[src/hdl/debug_uart_defines.svh]
`ifndef DEBUG_UART_DEFINES_SVH
`define DEBUG_UART_DEFINES_SVH

// register byte addresses
`define ADDR_CTRL 32'hfffff200
`define ADDR_MODE 32'hfffff204
`define ADDR_IRQ_ENABLE_SET 32'hfffff208
`define ADDR_IRQ_ENABLE_CLEAR 32'h0ffff20c
`define ADDR_IRQ_MASK_VIEW 32'hfffff210
`define ADDR_LINE_STATUS 32'hfffff214
`define ADDR_RX_HOLDING 32'hfffff218
`define ADDR_TX_HOLDING 32'h0ffff21c
`define ADDR_BAUD_DIVISOR 32'h0ffff220

// status, enable and mask bit positions
`define BIT_RX_CHAR_AVAIL 0
`define BIT_TX_HOLD_FREE 1
`define BIT_OVERRUN 5
`define BIT_FRAME_ERR 6
`define BIT_PARITY_ERR 7
`define BIT_TX_ALL_EMPTY 9
`define BIT_DBG_WRITE 30
`define BIT_DBG_READ 31
`define IRQ_SRC_BITS 32'hc00002e3

// control strobes
`define BIT_RX_RESET 2
`define BIT_TX_RESET 3
`define BIT_RX_ENABLE 4
`define BIT_RX_DISABLE 5
`define BIT_TX_ENABLE 6
`define BIT_TX_DISABLE 7
`define BIT_STATUS_CLEAR 8

// parity field of the mode register
`define PARITY_LSB 9
`define PARITY_MSB 11

// reset values
`define RESET_MASK 32'h00000000
`define RESET_DIVISOR 16'h0000
`define RESET_PARITY 3'h0
`define RESET_SYNC 3'h1

// sixteen ticks per bit, sampled at the middle
`define OS_LAST 4'hf
`define OS_HALF 4'h7
`define BIT_LAST 3'h7

`endif

[src/hdl/debug_uart_pkg.sv]
`default_nettype none
package debug_uart_pkg;

    typedef enum logic [2:0] {rx_idle, rx_start, rx_data, rx_par, rx_stop} rx_state_t;
    typedef enum logic [2:0] {tx_idle, tx_start, tx_data, tx_par, tx_stop} tx_state_t;

    typedef struct packed {
        logic frame_err;
        logic par_err;
        logic [7:0] data;
    } rx_char_t;

    // mode 1xx means no parity bit; caller checks mode[2]
    function automatic logic parity_of(input logic [2:0] mode, input logic [7:0] d);
        case (mode[1:0])
            2'h0: parity_of = ^d;
            2'h1: parity_of = ~^d;
            2'h2: parity_of = 1'b0;
            default: parity_of = 1'b1;
        endcase
    endfunction

endpackage

`default_nettype wire

[src/hdl/baud_tick_gen.sv]
`timescale 1ns/10ps
`default_nettype none
`include "debug_uart_defines.svh"

module baud_tick_gen (
    input wire logic pclk,
    input wire logic presetn,
    input wire logic [15:0] divisor,
    output logic tick
);
    logic [15:0] cnt;

    // divisor 0 stops the ticks, 1 ticks every clock
    always_ff @(posedge pclk or negedge presetn) begin
        if (!presetn) begin
            cnt <= 16'h0000;
            tick <= 1'b0;
        end else if (divisor == 16'h0000) begin
            cnt <= 16'h0000;
            tick <= 1'b0;
        end else if (cnt >= divisor - 16'h0001) begin
            cnt <= 16'h0000;
            tick <= 1'b1;
        end else begin
            cnt <= cnt + 16'h0001;
            tick <= 1'b0;
        end
    end
endmodule

`default_nettype wire

[src/hdl/char_fifo.sv]
`timescale 1ns/10ps
`default_nettype none

module char_fifo #(
    parameter int WIDTH = 8,
    parameter int DEPTH = 2
) (
    input wire logic pclk,
    input wire logic presetn,
    input wire logic in_valid,
    output logic in_ready,
    input wire logic [WIDTH-1:0] in_data,
    output logic out_valid,
    input wire logic out_ready,
    output logic [WIDTH-1:0] out_data
);
    localparam int AW = (DEPTH > 1) ? $clog2(DEPTH) : 1;
    localparam logic [AW:0] FULL = (AW + 1)'(DEPTH);
    localparam logic [AW-1:0] LAST = AW'(DEPTH - 1);

    logic [WIDTH-1:0] mem [DEPTH];
    logic [AW-1:0] wr_ptr;
    logic [AW-1:0] rd_ptr;
    logic [AW:0] count;
    logic push;
    logic pop;

    assign in_ready = (count != FULL);
    assign out_valid = (count != '0);
    assign out_data = mem[rd_ptr];
    assign push = in_valid & in_ready;
    assign pop = out_valid & out_ready;

    always_ff @(posedge pclk) begin
        if (push) begin
            mem[wr_ptr] <= in_data;
        end
    end

    always_ff @(posedge pclk or negedge presetn) begin
        if (!presetn) begin
            wr_ptr <= '0;
            rd_ptr <= '0;
            count <= '0;
        end else begin
            if (push) begin
                wr_ptr <= (wr_ptr == LAST) ? '0 : wr_ptr + 1'b1;
            end
            if (pop) begin
                rd_ptr <= (rd_ptr == LAST) ? '0 : rd_ptr + 1'b1;
            end
            if (push && !pop) begin
                count <= count + 1'b1;
            end else if (pop && !push) begin
                count <= count - 1'b1;
            end
        end
    end
endmodule

`default_nettype wire

[src/hdl/debug_uart_status_irq_regs.sv]
// Function
// - enable-set write ones enable irq sources
// - enable-clear write ones disable irq sources
// - mask view reads currently enabled sources
// - char available set on received character
// - char available cleared by read, disabled
// - hold free unless char waits, tx off
// - overrun sticky until status clear
// - framing error sticky until status clear
// - parity error sticky until status clear
// - all empty only when buffer, shifter idle
// - bits 30, 31 mirror debug channel
// - rx holding returns last character
// - tx holding queues next character
// - divisor zero off, else clock/(16*div)
// - status clear resets three error flags
// - all empty rises after final stop
//
// Our own choice: the APB interface to the registers.
`timescale 1ns/10ps
`default_nettype none
`include "debug_uart_defines.svh"

module debug_uart_status_irq_regs (
    input wire logic pclk,
    input wire logic presetn,
    input wire logic psel,
    input wire logic penable,
    input wire logic pwrite,
    input wire logic [31:0] paddr,
    input wire logic [31:0] pwdata,
    output logic [31:0] prdata,
    output logic pready,
    output logic pslverr,
    input wire logic rxd,
    output logic txd,
    input wire logic dbg_chan_read_pending,
    input wire logic dbg_chan_write_pending,
    output logic irq
);
    localparam logic [2:0] SYNC_INIT = `RESET_SYNC;

    logic acc;
    logic wr_fire;
    logic rd_fire;
    logic [31:0] irq_mask;
    logic [15:0] baud_div_value;
    logic [2:0] parity_mode;
    logic rx_en;
    logic tx_en;
    logic ctrl_wr;
    logic rx_rst;
    logic tx_rst;
    logic status_clear_cmd;
    logic os_tick;
    logic [2:0] sync_in;
    logic [2:0] sync_s1;
    logic [2:0] sync_s2;
    logic [2:0] sync_s3;
    logic [2:0] sync_val;
    logic rx_line;
    debug_uart_pkg::rx_state_t rx_state;
    logic [3:0] rx_os;
    logic [2:0] rx_idx;
    logic [7:0] rx_shift;
    logic rx_par_bit;
    logic rx_done;
    debug_uart_pkg::rx_char_t rx_evt;
    logic rx_avail_raw;
    logic [7:0] rx_char_value;
    logic overrun_flag;
    logic frame_err_flag;
    logic parity_err_flag;
    debug_uart_pkg::tx_state_t tx_state;
    logic [3:0] tx_os;
    logic [2:0] tx_idx;
    logic [7:0] tx_shift;
    logic tx_par;
    logic fifo_in_valid;
    logic fifo_in_ready;
    logic fifo_out_valid;
    logic fifo_out_ready;
    logic [7:0] fifo_out_data;
    logic [31:0] status_vec;
    logic [31:0] rd_val;
    logic rd_hit;

    // apb: one wait state, answer on the second access cycle
    assign acc = psel & penable;
    assign wr_fire = acc & pready & pwrite;
    assign rd_fire = acc & pready & ~pwrite;
    assign ctrl_wr = wr_fire && (paddr == `ADDR_CTRL);
    assign rx_rst = ctrl_wr & pwdata[`BIT_RX_RESET];
    assign tx_rst = ctrl_wr & pwdata[`BIT_TX_RESET];
    assign status_clear_cmd = ctrl_wr & pwdata[`BIT_STATUS_CLEAR];

    always_ff @(posedge pclk or negedge presetn) begin
        if (!presetn) begin
            pready <= 1'b0;
            prdata <= 32'h00000000;
            pslverr <= 1'b0;
        end else begin
            pready <= acc & ~pready;
            if (acc && !pready) begin
                prdata <= pwrite ? 32'h00000000 : rd_val;
                pslverr <= ~rd_hit;
            end
        end
    end

    always_ff @(posedge pclk or negedge presetn) begin
        if (!presetn) begin
            irq_mask <= `RESET_MASK;
        end else if (wr_fire && paddr == `ADDR_IRQ_ENABLE_SET) begin
            irq_mask <= irq_mask | (pwdata & `IRQ_SRC_BITS);
        end else if (wr_fire && paddr == `ADDR_IRQ_ENABLE_CLEAR) begin
            irq_mask <= irq_mask & ~(pwdata & `IRQ_SRC_BITS);
        end
    end

    always_ff @(posedge pclk or negedge presetn) begin
        if (!presetn) begin
            baud_div_value <= `RESET_DIVISOR;
            parity_mode <= `RESET_PARITY;
        end else if (wr_fire && paddr == `ADDR_BAUD_DIVISOR) begin
            baud_div_value <= pwdata[15:0];
        end else if (wr_fire && paddr == `ADDR_MODE) begin
            parity_mode <= pwdata[`PARITY_MSB:`PARITY_LSB];
        end
    end

    // reset or disable beats enable in the same write
    always_ff @(posedge pclk or negedge presetn) begin
        if (!presetn) begin
            rx_en <= 1'b0;
            tx_en <= 1'b0;
        end else if (ctrl_wr) begin
            if (pwdata[`BIT_RX_RESET] || pwdata[`BIT_RX_DISABLE]) begin
                rx_en <= 1'b0;
            end else if (pwdata[`BIT_RX_ENABLE]) begin
                rx_en <= 1'b1;
            end
            if (pwdata[`BIT_TX_RESET] || pwdata[`BIT_TX_DISABLE]) begin
                tx_en <= 1'b0;
            end else if (pwdata[`BIT_TX_ENABLE]) begin
                tx_en <= 1'b1;
            end
        end
    end

    baud_tick_gen u_baud (
        .pclk(pclk),
        .presetn(presetn),
        .divisor(baud_div_value),
        .tick(os_tick)
    );

    // pin inputs: three stages, a change counts once stages two and three agree
    assign sync_in = {dbg_chan_read_pending, dbg_chan_write_pending, rxd};
    for (genvar i = 0; i < 3; i++) begin : g_sync
        always_ff @(posedge pclk or negedge presetn) begin
            if (!presetn) begin
                sync_s1[i] <= SYNC_INIT[i];
                sync_s2[i] <= SYNC_INIT[i];
                sync_s3[i] <= SYNC_INIT[i];
                sync_val[i] <= SYNC_INIT[i];
            end else begin
                sync_s1[i] <= sync_in[i];
                sync_s2[i] <= sync_s1[i];
                sync_s3[i] <= sync_s2[i];
                if (sync_s2[i] == sync_s3[i]) begin
                    sync_val[i] <= sync_s3[i];
                end
            end
        end
    end
    assign rx_line = sync_val[0];

    // receiver: a start bit is rechecked at mid-bit to reject glitches
    always_ff @(posedge pclk or negedge presetn) begin
        if (!presetn) begin
            rx_state <= debug_uart_pkg::rx_idle;
            rx_os <= 4'h0;
            rx_idx <= 3'h0;
            rx_shift <= 8'h00;
            rx_par_bit <= 1'b0;
            rx_done <= 1'b0;
            rx_evt <= '0;
        end else begin
            rx_done <= 1'b0;
            if (rx_rst || !rx_en) begin
                rx_state <= debug_uart_pkg::rx_idle;
            end else if (os_tick) begin
                rx_os <= rx_os + 4'h1;
                case (rx_state)
                    debug_uart_pkg::rx_idle: begin
                        rx_os <= 4'h0;
                        if (!rx_line) begin
                            rx_state <= debug_uart_pkg::rx_start;
                        end
                    end
                    debug_uart_pkg::rx_start: begin
                        if (rx_os == `OS_HALF) begin
                            rx_os <= 4'h0;
                            rx_idx <= 3'h0;
                            rx_state <= rx_line ? debug_uart_pkg::rx_idle
                                                : debug_uart_pkg::rx_data;
                        end
                    end
                    debug_uart_pkg::rx_data: begin
                        if (rx_os == `OS_LAST) begin
                            rx_shift <= {rx_line, rx_shift[7:1]};
                            rx_idx <= rx_idx + 3'h1;
                            if (rx_idx == `BIT_LAST) begin
                                rx_state <= parity_mode[2] ? debug_uart_pkg::rx_stop
                                                           : debug_uart_pkg::rx_par;
                            end
                        end
                    end
                    debug_uart_pkg::rx_par: begin
                        if (rx_os == `OS_LAST) begin
                            rx_par_bit <= rx_line;
                            rx_state <= debug_uart_pkg::rx_stop;
                        end
                    end
                    default: begin
                        if (rx_os == `OS_LAST) begin
                            rx_done <= 1'b1;
                            rx_evt.data <= rx_shift;
                            rx_evt.frame_err <= ~rx_line;
                            rx_evt.par_err <= ~parity_mode[2] &
                                (rx_par_bit != debug_uart_pkg::parity_of(parity_mode, rx_shift));
                            rx_state <= debug_uart_pkg::rx_idle;
                        end
                    end
                endcase
            end
        end
    end

    // new character wins over a read or reset in the same cycle
    always_ff @(posedge pclk or negedge presetn) begin
        if (!presetn) begin
            rx_avail_raw <= 1'b0;
            rx_char_value <= 8'h00;
        end else if (rx_done) begin
            rx_avail_raw <= 1'b1;
            rx_char_value <= rx_evt.data;
        end else if (rx_rst || (rd_fire && paddr == `ADDR_RX_HOLDING)) begin
            rx_avail_raw <= 1'b0;
        end
    end

    always_ff @(posedge pclk or negedge presetn) begin
        if (!presetn) begin
            overrun_flag <= 1'b0;
            frame_err_flag <= 1'b0;
            parity_err_flag <= 1'b0;
        end else begin
            if (rx_done && rx_avail_raw) begin
                overrun_flag <= 1'b1;
            end else if (status_clear_cmd) begin
                overrun_flag <= 1'b0;
            end
            if (rx_done && rx_evt.frame_err) begin
                frame_err_flag <= 1'b1;
            end else if (status_clear_cmd) begin
                frame_err_flag <= 1'b0;
            end
            if (rx_done && rx_evt.par_err) begin
                parity_err_flag <= 1'b1;
            end else if (status_clear_cmd) begin
                parity_err_flag <= 1'b0;
            end
        end
    end

    // a write while disabled or with both entries taken is dropped
    assign fifo_in_valid = wr_fire && (paddr == `ADDR_TX_HOLDING) && tx_en;
    assign fifo_out_ready = (tx_state == debug_uart_pkg::tx_idle) && tx_en && !tx_rst;

    char_fifo #(
        .WIDTH(8),
        .DEPTH(2)
    ) u_tx_fifo (
        .pclk(pclk),
        .presetn(presetn),
        .in_valid(fifo_in_valid),
        .in_ready(fifo_in_ready),
        .in_data(pwdata[7:0]),
        .out_valid(fifo_out_valid),
        .out_ready(fifo_out_ready),
        .out_data(fifo_out_data)
    );

    // transmitter; reset aborts the frame and returns the line to idle
    always_ff @(posedge pclk or negedge presetn) begin
        if (!presetn) begin
            tx_state <= debug_uart_pkg::tx_idle;
            tx_os <= 4'h0;
            tx_idx <= 3'h0;
            tx_shift <= 8'h00;
            tx_par <= 1'b0;
            txd <= 1'b1;
        end else if (tx_rst) begin
            tx_state <= debug_uart_pkg::tx_idle;
            txd <= 1'b1;
        end else if (tx_state == debug_uart_pkg::tx_idle) begin
            if (fifo_out_valid && fifo_out_ready) begin
                tx_shift <= fifo_out_data;
                tx_par <= debug_uart_pkg::parity_of(parity_mode, fifo_out_data);
                tx_os <= 4'h0;
                txd <= 1'b0;
                tx_state <= debug_uart_pkg::tx_start;
            end
        end else if (os_tick) begin
            tx_os <= tx_os + 4'h1;
            if (tx_os == `OS_LAST) begin
                case (tx_state)
                    debug_uart_pkg::tx_start: begin
                        tx_idx <= 3'h0;
                        txd <= tx_shift[0];
                        tx_state <= debug_uart_pkg::tx_data;
                    end
                    debug_uart_pkg::tx_data: begin
                        tx_idx <= tx_idx + 3'h1;
                        if (tx_idx != `BIT_LAST) begin
                            txd <= tx_shift[tx_idx + 3'h1];
                        end else if (parity_mode[2]) begin
                            txd <= 1'b1;
                            tx_state <= debug_uart_pkg::tx_stop;
                        end else begin
                            txd <= tx_par;
                            tx_state <= debug_uart_pkg::tx_par;
                        end
                    end
                    debug_uart_pkg::tx_par: begin
                        txd <= 1'b1;
                        tx_state <= debug_uart_pkg::tx_stop;
                    end
                    default: begin
                        tx_state <= debug_uart_pkg::tx_idle;
                    end
                endcase
            end
        end
    end

    always_comb begin
        status_vec = 32'h00000000;
        status_vec[`BIT_RX_CHAR_AVAIL] = rx_avail_raw & rx_en;
        status_vec[`BIT_TX_HOLD_FREE] = tx_en & ~fifo_out_valid;
        status_vec[`BIT_OVERRUN] = overrun_flag;
        status_vec[`BIT_FRAME_ERR] = frame_err_flag;
        status_vec[`BIT_PARITY_ERR] = parity_err_flag;
        status_vec[`BIT_TX_ALL_EMPTY] = tx_en & ~fifo_out_valid &
            (tx_state == debug_uart_pkg::tx_idle);
        status_vec[`BIT_DBG_WRITE] = sync_val[1];
        status_vec[`BIT_DBG_READ] = sync_val[2];
    end

    always_comb begin
        rd_hit = 1'b1;
        rd_val = 32'h00000000;
        if (paddr == `ADDR_IRQ_MASK_VIEW) begin
            rd_val = irq_mask;
        end else if (paddr == `ADDR_LINE_STATUS) begin
            rd_val = status_vec;
        end else if (paddr == `ADDR_RX_HOLDING) begin
            rd_val = {24'h000000, rx_char_value};
        end else if (paddr == `ADDR_BAUD_DIVISOR) begin
            rd_val = {16'h0000, baud_div_value};
        end else if (paddr == `ADDR_MODE) begin
            rd_val = {20'h00000, parity_mode, 9'h000};
        end else if (paddr != `ADDR_CTRL && paddr != `ADDR_IRQ_ENABLE_SET &&
                     paddr != `ADDR_IRQ_ENABLE_CLEAR && paddr != `ADDR_TX_HOLDING) begin
            rd_hit = 1'b0;
        end
    end

    always_ff @(posedge pclk or negedge presetn) begin
        if (!presetn) begin
            irq <= 1'b0;
        end else begin
            irq <= |(status_vec & irq_mask);
        end
    end
endmodule

`default_nettype wire

[config.mk]
export PLATFORM = sky130hd
export DESIGN_NAME = debug_uart_status_irq_regs
export DESIGN_NICKNAME = d
export VERILOG_FILES = /design/src/hdl/debug_uart_pkg.sv /design/src/hdl/baud_tick_gen.sv /design/src/hdl/char_fifo.sv /design/src/hdl/debug_uart_status_irq_regs.sv
export VERILOG_INCLUDE_DIRS = /design/src /design/src/hdl
export SDC_FILE = /design/constraint.sdc
export NUM_CORES = 1
export LEC_CHECK = 0
export BUFFER_PORTS_ARGS = -buffer_cell sky130_fd_sc_hd__buf_2
export CAP_MARGIN = 20
export CORE_MARGIN = 2
export CORE_UTILIZATION = 58
export CTS_CLUSTER_SIZE = 16
export DETAILED_ROUTE_END_ITERATION = 12
export GPL_ROUTABILITY_DRIVEN = 0
export PLACE_DENSITY = 0.8
export SYNTH_ARGS = -nofsm -noshare
export SYNTH_HDL_FRONTEND = slang
export SYNTH_HIERARCHICAL = 1
export SYNTH_SLANG_ARGS = --single-unit
[constraint.sdc]
create_clock -name pclk -period 4.52 [get_ports pclk]
set_clock_uncertainty 0.15 [all_clocks]
set_input_delay 0.226 -clock pclk [delete_from_list [all_inputs] [get_ports pclk]]
set_output_delay 0.226 -clock pclk [all_outputs]
set_load 0.05 [all_outputs]
==> run metrics <==
Yosys warnings=6; Power Density=325 mW/mm2; Synth Register Bits=161; Mapped Cells=726; layout cell share with drive strength beyond 1=25.3%; Static Leak=4.49 nW; H-tree levels=4; Final #Nets=921; Die Area=0.0151 mm2; row cnt=43; post-DR vias/cell=6.10; multi-input gate area in the final layout=0.00383 mm2; worst-case clock buffer depth=2; Max VDD drop=0.000292 V; most frequent cells in the layout=dfrtp_1, buf_2, mux2_2; Starting Density=59.2%; Slew Limit Fails=0; r2r endpoint=u_baud/cnt[8]$_DFF_PN0_; syn_area_per_cell=11.3 um2; Residual DRC=0; first drt pass iteration count=7; first-pass GRT wire length=31,300 um; post-DP HPWL=13,500 um; library cells used by synthesis=77; GR Overflow Total=0; Area after DPL=0.00864 mm2; register clock-pin slew on the reported worst setup and hold paths=0.06 ns; minimum clock period=4.31 ns; vias=6,204; Async S/R FF share, synth=90.1%; fill cell count=945; Reg area=0.00412 mm2; Total Wirelength=19,200 um; Max Freq=232 MHz; status=complete, no violations; Layout area overhead=16.1%; final hold violation count=0; Slew Limit Headroom=26.9%; endpoints failing setup=0; kind of critical path=flop to flop; wire per inst=18.9 um; CTS buffer count=17; TritonCTS clock tree=built; Post-Syn Area=0.00819 mm2; EDFF count, synth=16; unrepaired setup endpoints after global routing=no; Main synth FF type=dfrtp_1; flop-to-flop setup slack=0.21 ns; WP data required=4.70 ns; Core Footprint=0.0138 mm2; worst r2r path cells=11; Worst Path Max Fanout=16; Total Routing Usage GR=27.1%; die height=123 um; initial antenna violation count=0; # Max-Cap Violations=0; worst r2r src=baud_div_value[2]$_DFFE_PN0P_; I/O pins=108; clk root buf=clkbuf_16; Die Span X=123 um; Min-Delay Path Class=primary input to asynchronous set/reset pin; Final Cycle Share=95.3%; Antenna diodes=0; Worst setup SP type=flop; IO buf count=79; Iter 0 DRT Violations=722; most common cell after layout, fill and taps aside=dfrtp_1; clk sinks=161; worst skew pair latency=0.43 ns; vias in the first global route=6,114; worst slew pin tran=1.09 ns; Final Instance Area=0.00951 mm2; antenna viol nets, final=0; total negative setup slack=0 ns; maximum number of pins on one net before global-route repair=115; crit path DAT=4.49 ns; Post-CTS Setup Bufs=0; sequential area share after synthesis=50.3%; CP Capture Type=flop
critical path, cell delays in order (launching register included):
cell       delay (ns)
dfrtp_1          0.46
nor3_1           0.33
or3b_2           0.54
or3_2            0.52
nor4_1           0.28
xnor2_1          0.13
ha_1             0.33
nand4_1          0.13
nor3_1           0.07
a2111oi_1        0.61
nand2_2          0.35
nor3_1           0.30
registers in the layout, indices dropped and copies added (netlist names), 4 cells and up, named ones only:
name,flops
u_tx_fifo/mem,16
rx_os,4
rx_char_value,8
rx_evt,10
tx_os,4
tx_shift,8
baud_div_value,16
u_baud/cnt,16
prdata,18
rx_shift,8
logic make-up after synthesis:
group | Yosys count | synth area share, %
adder cells (fa/ha/maj) | 28 | 4.19
buffers and inverters | 54 | 3.53
AO/OA/AOI/OAI | 122 | 10.2
flip-flops | 161 | 50.3
multiplexers | 70 | 9.84
XOR/XNOR | 50 | 5.35
AND/OR/NAND/NOR | 240 | 16.6
other | 1 | 0.0458
metal layers:
layer	vias to the layer above	GRT usage (%)	routed length, um
li1	2810	-	-
met1	3087	35.9	7970
met2	265	44.0	9510
met3	42	7.34	1360
met4	0	7.76	385
met5	-	0	0
cell usage after synthesis, drive strengths merged (3+ instances only):
| cell | count | area share, % |
|---|---|---|
| and2 | 7 | 0.58 |
| o31ai | 9 | 0.83 |
| a21oi | 18 | 1.1 |
| a22oi | 10 | 0.92 |
| nor2 | 48 | 2.2 |
| and3 | 8 | 0.61 |
| nand3 | 25 | 1.5 |
| clkbuf | 13 | 0.60 |
| nor3 | 30 | 2.0 |
| a21boi | 8 | 0.73 |
| ha | 25 | 3.8 |
| nor4 | 11 | 1.5 |
| a211oi | 3 | 0.28 |
| a2111oi | 4 | 0.43 |
| a22o | 9 | 0.96 |
| and4 | 3 | 0.32 |
| maj3 | 3 | 0.37 |
| dfrtp | 140 | 43 |
| o2bb2ai | 3 | 0.32 |
| inv | 15 | 0.69 |
| nand2 | 58 | 2.8 |
| or4 | 5 | 0.60 |
| o211ai | 4 | 0.37 |
| dfstp | 5 | 1.6 |
| or2 | 3 | 0.26 |
| mux2 | 64 | 8.8 |
| mux2i | 4 | 0.49 |
| xnor2 | 37 | 4.0 |
| buf | 25 | 2.2 |
| xor2 | 13 | 1.4 |
| edfxtp | 16 | 5.9 |
| a21o | 13 | 1.2 |
| or3 | 5 | 0.52 |
| nand2b | 5 | 0.47 |
| o21ai | 27 | 1.7 |
| a32oi | 3 | 0.32 |
| nand4 | 19 | 1.7 |
worst max-delay path by stage:
stage | end | startpoint | depth (start not counted) | slack, ns
2_1_floorplan | u_baud/cnt[10]$_DFF_PN0_ | baud_div_value[2]$_DFFE_PN0P_ | 12 | 0.76
3_3_place_gp | u_baud/cnt[15]$_DFF_PN0_ | baud_div_value[2]$_DFFE_PN0P_ | 11 | 0.46
3_5_place_dp | u_baud/cnt[10]$_DFF_PN0_ | baud_div_value[2]$_DFFE_PN0P_ | 11 | 0.21
4_1_cts | u_baud/cnt[10]$_DFF_PN0_ | baud_div_value[2]$_DFFE_PN0P_ | 11 | 0.19
5_1_grt | u_baud/cnt[5]$_DFF_PN0_ | baud_div_value[2]$_DFFE_PN0P_ | 11 | 0.05
6_report | u_baud/cnt[8]$_DFF_PN0_ | baud_div_value[2]$_DFFE_PN0P_ | 11 | 0.21
layout make-up:
| type | instances | area share, % |
|---|---|---|
| flip-flops and latches | 161 | 43.3 |
| clock buffers | 19 | 4.88 |
| multi-input cells | 524 | 40.3 |
| inverters | 16 | 0.632 |
| well taps | 180 | 2.37 |
| repair buffers | 104 | 6.96 |
| clock inverters | 13 | 1.57 |
what timing repair did:
item,4_1_cts,5_1_grt
gates resized for setup,0,1
hold buffers,22,0
hold endpoints to repair,150,0
endpoints found under the setup margin,0,14
through the flow:
stage	power (mW)	std cells	util, %	hold WS (ns)	setup slack [ns]
2_1_floorplan	1.56	739	-	-0.220	0.763
3_3_place_gp	1.62	961	62.5	0.181	0.460
3_5_place_dp	1.62	961	62.5	0.182	0.211
4_1_cts	3.10	1015	68.5	0.0388	0.193
5_1_grt	3.19	1017	68.8	0.0435	0.0478
6_report	3.09	1017	68.8	0.0384	0.212
report_power, final:
part	internal (mW)	switching [mW]	leakage, nW
combinational	0.0423	0.0919	2.10
sequential	1.47	0.00572	2.09
clock	0.870	0.612	0.294
(Power assumes the default switching activity.)
